`config.mk`:
```
export PLATFORM = sky130hd
export DESIGN_NAME = ups_port_regs
export DESIGN_NICKNAME = d
export VERILOG_FILES = /design/src/hw/ups_port_regs.v
export VERILOG_INCLUDE_DIRS = /design/src /design/src/hw
export SDC_FILE = /design/constraint.sdc
export NUM_CORES = 1
export LEC_CHECK = 0
export BUFFER_PORTS_ARGS = -buffer_cell sky130_fd_sc_hd__buf_2
export CORE_UTILIZATION = 42
export DETAILED_ROUTE_END_ITERATION = 6
export PLACE_DENSITY = 0.74
export REMOVE_ABC_BUFFERS = 1
export SLEW_MARGIN = 10
export SYNTH_ARGS = -nofsm -noshare
export SYNTH_HDL_FRONTEND = slang
export SYNTH_SLANG_ARGS = --single-unit
```
`constraint.sdc`:
```
create_clock -name core_clk -period 5.8 [get_ports core_clk]
set_input_delay 1.16 -clock core_clk [delete_from_list [all_inputs] [get_ports core_clk]]
set_output_delay 1.16 -clock core_clk [all_outputs]
set_load 0.01 [all_outputs]
```
`src/hw/ups_defines.vh`:
```
`ifndef UPS_DEFINES_VH
`define UPS_DEFINES_VH

// ****************************************
// register offsets (byte addresses)
// ****************************************
`define UPS_PORT1_OFFSET 8'h64
`define UPS_PORT2_OFFSET 8'h68
`define UPS_PORT_STRIDE 8'h04
`define UPS_INT_STATUS_OFFSET 8'h70
`define UPS_INT_MASK_OFFSET 8'h74

// ****************************************
// port status and control field positions
// ****************************************
`define UPS_BIT_WAKE_OC 22
`define UPS_BIT_WAKE_DETACH 21
`define UPS_BIT_WAKE_ATTACH 20
`define UPS_TEST_HI 19
`define UPS_TEST_LO 16
`define UPS_BIT_OWNER 13
`define UPS_BIT_POWER 12
`define UPS_BIT_LINE_DP 11
`define UPS_BIT_LINE_DM 10
`define UPS_BIT_PORT_RESET 8
`define UPS_BIT_SUSPEND 7
`define UPS_BIT_FORCE_RESUME 6
`define UPS_BIT_OC_CHANGE 5
`define UPS_BIT_OC_ACTIVE 4
`define UPS_BIT_ENABLE_CHANGE 3
`define UPS_BIT_ENABLE 2
`define UPS_BIT_CONNECT_CHANGE 1
`define UPS_BIT_CONNECT 0

// ****************************************
// reset values
// ****************************************
`define UPS_RST_WAKE 1'b0
`define UPS_RST_TEST 4'h0
`define UPS_RST_OWNER 1'b1
`define UPS_RST_POWER 1'b0
`define UPS_RST_FLAG 1'b0
`define UPS_RST_INT_MASK 8'h00
`define UPS_RST_DATA 32'h0000_0000
`define UPS_RST_PIN_SYNC 9'h100

// ****************************************
// test control encodings
// ****************************************
`define UPS_TEST_NORMAL 4'h0
`define UPS_TEST_J_STATE 4'h1

// ****************************************
// interrupt status layout
// ****************************************
`define UPS_INT_WIDTH 8
`define UPS_INT_CONNECT_LO 0
`define UPS_INT_OC_LO 2
`define UPS_INT_WAKE_LO 4
`define UPS_INT_ENABLE_LO 6

`endif

```
`src/hw/ups_port_regs.v`:
```
// Register access over Wishbone is this design's own decision.
`timescale 1ns/1ps
`include "ups_defines.vh"

// What this block does
// - registers cleared only by power-on or controller reset
// - after reset: nothing connected, port disabled
// - port registers decoded at 64h plus four per port
// - bit 22 makes overcurrent a wake event
// - bit 21 makes detach a wake event
// - bit 20 makes attach a wake event
// - test field bits 19:16, zero normal, 0001b J
// - owner bit resets one, held one while routing flag low, cleared when it rises
// - overcurrent may remove power; unpowered reports no status bits
module ups_port_regs (
    // clock and reset
    input wire core_clk,
    input wire rst,
    // wishbone slave
    input wire wbCyc,
    input wire wbStb,
    input wire wbWe,
    input wire [7:0] wbAdr,
    input wire [3:0] wbSel,
    input wire [31:0] wbDatI,
    output reg [31:0] wbDatO,
    output reg wbAck,
    // routing flag from the configure register, same clock
    input wire routingFlag,
    // port reset in progress, from the port engine, same clock
    input wire [1:0] portResetActive,
    // port pins, asynchronous
    input wire powerSwitchPresent,
    input wire [1:0] connectPin,
    input wire [1:0] overcurrentPin,
    input wire [1:0] lineDp,
    input wire [1:0] lineDm,
    // port controls
    output reg [1:0] portPowerOn,
    output reg [1:0] portOwnership,
    output reg [1:0] portEnabled,
    output reg [1:0] portSuspend,
    output reg [1:0] portForceResume,
    output reg [7:0] testControlField,
    output reg [1:0] wakeEvent,
    // interrupt
    output reg irq
);

    // ****************************************
    // pin synchronisers
    // ****************************************
    reg [8:0] pinSync1;
    reg [8:0] pinSync2;
    wire [8:0] pinRaw;
    wire ppcOn;
    wire [1:0] connSync;
    wire [1:0] ocSync;
    wire [1:0] dpSync;
    wire [1:0] dmSync;

    assign pinRaw = {powerSwitchPresent, connectPin, overcurrentPin, lineDp, lineDm};

    always @(posedge core_clk or posedge rst) begin
        if (rst) begin
            // strap reads as switched until synced, so power stays off
            pinSync1 <= `UPS_RST_PIN_SYNC;
            pinSync2 <= `UPS_RST_PIN_SYNC;
        end else begin
            pinSync1 <= pinRaw;
            pinSync2 <= pinSync1;
        end
    end

    assign ppcOn = pinSync2[8];
    assign connSync = pinSync2[7:6];
    assign ocSync = pinSync2[5:4];
    assign dpSync = pinSync2[3:2];
    assign dmSync = pinSync2[1:0];

    // ****************************************
    // per-port storage
    // ****************************************
    reg [1:0] wakeOcEn;
    reg [1:0] wakeDetachEn;
    reg [1:0] wakeAttachEn;
    reg [1:0] connectState;
    reg [1:0] connectChange;
    reg [1:0] enableChange;
    reg [1:0] ocState;
    reg [1:0] ocChange;
    reg routingFlagPrev;
    reg [`UPS_INT_WIDTH-1:0] intStatus;
    reg [`UPS_INT_WIDTH-1:0] intMask;

    // ****************************************
    // bus decode
    // ****************************************
    wire wbReq;
    wire wbWrite;
    wire wbRead;
    wire [1:0] portHit;
    wire statusHit;
    wire maskHit;
    wire routingRise;
    wire [1:0] livePower;
    wire [1:0] liveConnect;
    wire [1:0] attachEdge;
    wire [1:0] detachEdge;
    wire [1:0] ocRise;
    wire [1:0] ocEdge;
    wire [1:0] wakeNow;
    reg [63:0] portView;
    reg [63:0] portWrite;
    reg [31:0] next_wbDatO;
    reg [`UPS_INT_WIDTH-1:0] next_intStatus;
    integer i;
    integer p;

    assign wbReq = wbCyc & wbStb & ~wbAck;
    assign wbWrite = wbReq & wbWe;
    assign wbRead = wbReq & ~wbWe;
    // word compare, byte lanes ignored
    assign portHit[0] = ({wbAdr[7:2], 2'b00} == `UPS_PORT1_OFFSET);
    assign portHit[1] = ({wbAdr[7:2], 2'b00} == `UPS_PORT2_OFFSET);
    assign statusHit = ({wbAdr[7:2], 2'b00} == `UPS_INT_STATUS_OFFSET);
    assign maskHit = ({wbAdr[7:2], 2'b00} == `UPS_INT_MASK_OFFSET);
    assign routingRise = routingFlag & ~routingFlagPrev;

    // power off silences the port
    assign livePower = ppcOn ? portPowerOn : 2'b11;
    assign liveConnect = connSync & livePower;
    assign attachEdge = liveConnect & ~connectState;
    assign detachEdge = ~liveConnect & connectState;
    assign ocEdge = (ocSync & livePower) ^ ocState;
    assign ocRise = ocSync & livePower & ~ocState;
    assign wakeNow = (wakeOcEn & ocRise)
        | (wakeDetachEn & detachEdge)
        | (wakeAttachEn & attachEdge);

    // ****************************************
    // byte-lane merge
    // ****************************************
    function [31:0] mergeLanes;
        input [31:0] oldVal;
        input [31:0] newVal;
        input [3:0] lanes;
        integer b;
        begin
            mergeLanes = oldVal;
            for (b = 0; b < 4; b = b + 1) begin
                if (lanes[b]) begin
                    mergeLanes[b*8 +: 8] = newVal[b*8 +: 8];
                end
            end
        end
    endfunction

    // ****************************************
    // read-back view of each port
    // ****************************************
    always @* begin
        portView = 64'h0000_0000_0000_0000;
        for (p = 0; p < 2; p = p + 1) begin
            portView[p*32 + `UPS_BIT_WAKE_OC] = wakeOcEn[p];
            portView[p*32 + `UPS_BIT_WAKE_DETACH] = wakeDetachEn[p];
            portView[p*32 + `UPS_BIT_WAKE_ATTACH] = wakeAttachEn[p];
            portView[p*32 + `UPS_TEST_LO +: 4] = testControlField[p*4 +: 4];
            portView[p*32 + `UPS_BIT_OWNER] = portOwnership[p];
            portView[p*32 + `UPS_BIT_POWER] = portPowerOn[p];
            // unpowered port reports no status
            if (livePower[p]) begin
                portView[p*32 + `UPS_BIT_LINE_DP] = dpSync[p];
                portView[p*32 + `UPS_BIT_LINE_DM] = dmSync[p];
                portView[p*32 + `UPS_BIT_PORT_RESET] = portResetActive[p];
                portView[p*32 + `UPS_BIT_SUSPEND] = portSuspend[p];
                portView[p*32 + `UPS_BIT_FORCE_RESUME] = portForceResume[p];
                portView[p*32 + `UPS_BIT_OC_CHANGE] = ocChange[p];
                portView[p*32 + `UPS_BIT_OC_ACTIVE] = ocState[p];
                portView[p*32 + `UPS_BIT_ENABLE_CHANGE] = enableChange[p];
                portView[p*32 + `UPS_BIT_ENABLE] = portEnabled[p];
                portView[p*32 + `UPS_BIT_CONNECT_CHANGE] = connectChange[p];
                portView[p*32 + `UPS_BIT_CONNECT] = connectState[p];
            end
        end
    end

    always @* begin
        portWrite[31:0] = mergeLanes(portView[31:0], wbDatI, wbSel);
        portWrite[63:32] = mergeLanes(portView[63:32], wbDatI, wbSel);
    end

    // ****************************************
    // read data mux and interrupt status
    // ****************************************
    always @* begin
        next_wbDatO = `UPS_RST_DATA;
        if (portHit[0]) begin
            next_wbDatO = portView[31:0];
        end else if (portHit[1]) begin
            next_wbDatO = portView[63:32];
        end else if (statusHit) begin
            next_wbDatO = {24'h00_0000, intStatus};
        end else if (maskHit) begin
            next_wbDatO = {24'h00_0000, intMask};
        end
    end

    always @* begin
        next_intStatus = intStatus;
        if (wbRead & statusHit) begin
            next_intStatus = {`UPS_INT_WIDTH{1'b0}};
        end
        // new events win over the read clear
        next_intStatus[`UPS_INT_CONNECT_LO +: 2] = next_intStatus[`UPS_INT_CONNECT_LO +: 2]
            | attachEdge | detachEdge;
        next_intStatus[`UPS_INT_OC_LO +: 2] = next_intStatus[`UPS_INT_OC_LO +: 2] | ocEdge;
        next_intStatus[`UPS_INT_WAKE_LO +: 2] = next_intStatus[`UPS_INT_WAKE_LO +: 2] | wakeNow;
        next_intStatus[`UPS_INT_ENABLE_LO +: 2] = next_intStatus[`UPS_INT_ENABLE_LO +: 2]
            | (detachEdge & portEnabled);
    end

    // ****************************************
    // wishbone handshake
    // ****************************************
    always @(posedge core_clk or posedge rst) begin
        if (rst) begin
            wbAck <= 1'b0;
            wbDatO <= `UPS_RST_DATA;
        end else begin
            wbAck <= wbReq;
            if (wbRead) begin
                wbDatO <= next_wbDatO;
            end
        end
    end

    // ****************************************
    // interrupt status, mask and output
    // ****************************************
    always @(posedge core_clk or posedge rst) begin
        if (rst) begin
            intStatus <= {`UPS_INT_WIDTH{1'b0}};
            intMask <= `UPS_RST_INT_MASK;
            irq <= 1'b0;
        end else begin
            intStatus <= next_intStatus;
            if (wbWrite & maskHit & wbSel[0]) begin
                intMask <= wbDatI[7:0];
            end
            irq <= |(next_intStatus & intMask);
        end
    end

    // ****************************************
    // port registers
    // ****************************************
    always @(posedge core_clk or posedge rst) begin
        if (rst) begin
            // cleared only by power-on or controller reset
            routingFlagPrev <= `UPS_RST_FLAG;
            wakeOcEn <= {2{`UPS_RST_WAKE}};
            wakeDetachEn <= {2{`UPS_RST_WAKE}};
            wakeAttachEn <= {2{`UPS_RST_WAKE}};
            testControlField <= {2{`UPS_RST_TEST}};
            portOwnership <= {2{`UPS_RST_OWNER}};
            portPowerOn <= {2{`UPS_RST_POWER}};
            connectState <= 2'b00;
            portEnabled <= 2'b00;
            connectChange <= 2'b00;
            enableChange <= 2'b00;
            ocState <= 2'b00;
            ocChange <= 2'b00;
            portSuspend <= 2'b00;
            portForceResume <= 2'b00;
            wakeEvent <= 2'b00;
        end else begin
            routingFlagPrev <= routingFlag;
            wakeEvent <= wakeNow;
            for (i = 0; i < 2; i = i + 1) begin
                // software side first, hardware events override below
                if (wbWrite & portHit[i]) begin
                    wakeOcEn[i] <= portWrite[i*32 + `UPS_BIT_WAKE_OC];
                    wakeDetachEn[i] <= portWrite[i*32 + `UPS_BIT_WAKE_DETACH];
                    wakeAttachEn[i] <= portWrite[i*32 + `UPS_BIT_WAKE_ATTACH];
                    testControlField[i*4 +: 4] <= portWrite[i*32 + `UPS_TEST_LO +: 4];
                    portOwnership[i] <= portWrite[i*32 + `UPS_BIT_OWNER];
                    if (ppcOn) begin
                        portPowerOn[i] <= portWrite[i*32 + `UPS_BIT_POWER];
                    end
                    if (livePower[i]) begin
                        portSuspend[i] <= portWrite[i*32 + `UPS_BIT_SUSPEND];
                        portForceResume[i] <= portWrite[i*32 + `UPS_BIT_FORCE_RESUME];
                        portEnabled[i] <= portWrite[i*32 + `UPS_BIT_ENABLE] & connectState[i];
                    end
                    // write one clears enable and connect change flags
                    if (wbDatI[`UPS_BIT_ENABLE_CHANGE] & wbSel[0]) begin
                        enableChange[i] <= 1'b0;
                    end
                    if (wbDatI[`UPS_BIT_CONNECT_CHANGE] & wbSel[0]) begin
                        connectChange[i] <= 1'b0;
                    end
                end
                if (wbRead & portHit[i]) begin
                    ocChange[i] <= 1'b0;
                end
                // hardware status and events; connect and overcurrent state are never written by software
                connectState[i] <= liveConnect[i];
                ocState[i] <= ocSync[i] & livePower[i];
                if (attachEdge[i] | detachEdge[i]) begin
                    connectChange[i] <= 1'b1;
                end
                if (ocEdge[i]) begin
                    ocChange[i] <= 1'b1;
                end
                if (detachEdge[i] & portEnabled[i]) begin
                    portEnabled[i] <= 1'b0;
                    enableChange[i] <= 1'b1;
                end
                if (~livePower[i]) begin
                    portEnabled[i] <= 1'b0;
                    portSuspend[i] <= 1'b0;
                    portForceResume[i] <= 1'b0;
                end
                if (~ppcOn) begin
                    portPowerOn[i] <= 1'b1;
                end else if (ocRise[i]) begin
                    portPowerOn[i] <= 1'b0;
                end
                if (~routingFlag) begin
                    portOwnership[i] <= 1'b1;
                end else if (routingRise) begin
                    portOwnership[i] <= 1'b0;
                end
            end
        end
    end

endmodule

```
==> flow_summary.yaml <==
floorplan:
  io-pin-count: 115
  die_y_um: 100
  num_rows: 35
  core_sq_um: 9330
  die_x_um: 100
  die-area_sq_um: 10100
  initial_core_util: 0.436
final_layout:
  area_delta_synth_final_pct: 15.7
  multi_input_area_sq_um: 1500
  final_util: 0.504
  final_cell_area_sq_um: 4700
  antenna_cells: 0
  regArea_sq_um: 2330
  drive_gt1_frac: 0.279
  fill_cells: 894
  nNetsFinal: 492
worst_setup_path:
  critPathRequiredTime_ps: 6040
  crit_path_max_incr_delay_ps: 600
  crit_arrival_ps: 3050
  startpoint_type: "input port"
  crit_chain: "buf_2 > nand4bb_1 > nor2_2 > nand3_2 > mux2_1"
  worst-setup-path-type: "in -> reg"
  end_kind: "flop"
  critical_path.slowest_cell: "nor2_2"
  cp_max_fo: 11
timing:
  setup_viol: 0
  max_slew_margin: 0.344
  drv_slew: 0
  setup_tns_ps: 0
  rsz0062_at_grt: "false"
  finalClockSkew_ps: 13.6
  min_period_over_period: 0.485
  max_freq_ghz: 0.356
  fin_hold_ws_ps: 345
  setup_ws_ps: 2990
  finalHoldViolations: 0
  min_period_ps: 2810
  tightestPinTransition_ps: 985
yosys:
  yosysTopAreaCellShare: 0.548
  synth_cells: 349
  yosys_warnings: 0
  synth-seq-cells: 93
  ys_seq_area_frac: 0.574
  avgSynthCellArea_sq_um: 11.6
  synth_edf_count: 0
  synth_ff_type: "dfrtp_1"
  synth_top_cell_by_area: "dfrtp_1"
  netlist_area_sq_um: 4060
  synth_area_leaders: "dfrtp_1 55%, mux2_1 6.1%, buf_4 4.4%"
  ys_async_sr_fraction: 1.00
  synth_cell_types: 45
clocking:
  cts.path.max_buffers: 2
  cts_resized: 0
  root_buffer: "clkbuf_8"
  cts_setup_buffers: 0
  clk_pin_slew_worst_paths_ps: 90
  cts_tree: "built"
  cts-buffers-inserted: 9
  htreeDepth: 3
  cts_sinks: 93
  clk_latency_ps: 360
  cts_hold_buffers: 0
global_routing:
  grtUsageTotal: 0.200
  grt_max_degree: 48
  grt_pass1_wl_um: 15100
  grt_pass1_vias: 2958
  antenna_found_initial: 1
  grt_overflow: 0
route:
  vias_per_cell: 5.38
  drt-wirelength-per-cell_um: 17.0
  num_vias: 3005
  drc: 0
  first_pass_iters: 6
  routed_wl_um: 9510
  initialDrtViolationCount: 246
  drtAntennaViolNets: 0
pwr:
  leakagePower_nw: 2.33
  clkPwrFrac: 0.321
  switching_power_uw: 365
  switching_share: 0.271
  seq_power_share: 0.542
  pwr-share-comb: 0.136
  internal_power_uw: 984
  vdd_drop_max_uv: 178
  power_density_nw_per_um2: 287
job:
  cap_violations: 0
placement:
  dpl_cell_area_sq_um: 4500
  place_ws_ps: 2630
  place.detailed.hpwl_um: 6810
  port_buffers: 84
  globalplace.congestion: 0.838
outcome:
  status: "completed"
worst_hold_path:
  hold_class: "reg -> reg"
## cells in the mapped netlist (all sizes together) (2+ instances only)
cell type and n:
a211o 2, a21oi 18, a221oi 15, a222oi 8
a22oi 5, a31oi 3, and4b 2, buf 30
clkbuf 4, dfrtp 89, dfstp 4, ha 6
inv 16, mux2 22, mux2i 8, nand2 21
nand2b 5, nand3 5, nand4 6, nor2 42
nor2b 5, nor3 3, o21ai 13, o31ai 2
or3 3
## worst max-delay path: cells and delay by family
family,cells,cell delay (ps)
and+or+nand+nor,3,1360
buffers and inverters,1,110
muxes,1,410
## placed cells by master, fill, tap and decap left out, drive strengths merged, types with 12 or more instances in the layout
master  Yosys  routed
dfrtp      89      89
buf        30      88
nor2       42      42
mux2       22      22
nand2      21      21
a21oi      18      18
inv        16      16
a221oi     15      15
o21ai      13      13
conb        1      12
## state kept, by name, indices dropped and copies added (netlist names), 8 cells and up
signal,cells
wbDatO,20
intStatus,8
testControlField,8
pinSync1,9
pinSync2,9
intMask,8
## worst paths after layout
path	startpoint	to	depth (start not counted)	slack [ps]
worst max-delay path	wbAdr[7]	wakeOcEn[1]	5	2990
worst min-delay path	pinSync1[3]	pinSync2[3]	0	340
worst max register to register	pinSync2[8]	irq	8	3290
worst min register to register	pinSync1[3]	pinSync2[3]	0	340
max in group asynchronous	rst	pinSync2[7]	3	3810
min in group asynchronous	rst	portForceResume[0]	2	920
## power by group through the flow
stage	Sequential, mW	Clock [mW]	Combinational [mW]
final	0.731	0.433	0.184
after global routing	0.738	0.470	0.206
after CTS	0.732	0.444	0.185
after detailed placement	0.745	0	0.184
after global placement	0.743	0	0.177
after floorplan	0.756	0	0.0827
## cells by family after synthesis
logic type	count (synthesis)	share of synthesized area
AO/OA/AOI/OAI	70	0.122
AND/OR/NAND/NOR	99	0.133
adder cells (fa/ha/maj)	6	0.0185
multiplexers	30	0.0807
flip-flops	93	0.574
buffers and inverters	50	0.0717
other	1	0.000923
## per-layer routing
layer	up-vias	global-route usage	share of wire
met5	-	0	0
met4	0	0.0524	0.0098
met3	17	0.0508	0.079
met2	147	0.335	0.50
met1	1477	0.259	0.42
li1	1364	-	-
## area by class of cell
| class | count | share of cell area |
|---|---|---|
| well taps | 129 | 0.0343 |
| repair buffers | 88 | 0.0958 |
| inverters | 16 | 0.0130 |
| clock inverters | 5 | 0.0125 |
| flip-flops and latches | 93 | 0.496 |
| multi-input cells | 217 | 0.318 |
| clock buffers | 11 | 0.0301 |
## through the flow
step | total power, mW | std cells
floorplan | 0.838 | 326
global placement | 0.921 | 543
detailed placement | 0.929 | 543
CTS | 1.36 | 559
global route | 1.41 | 559
finish | 1.35 | 559
(Power assumes the default switching activity.)
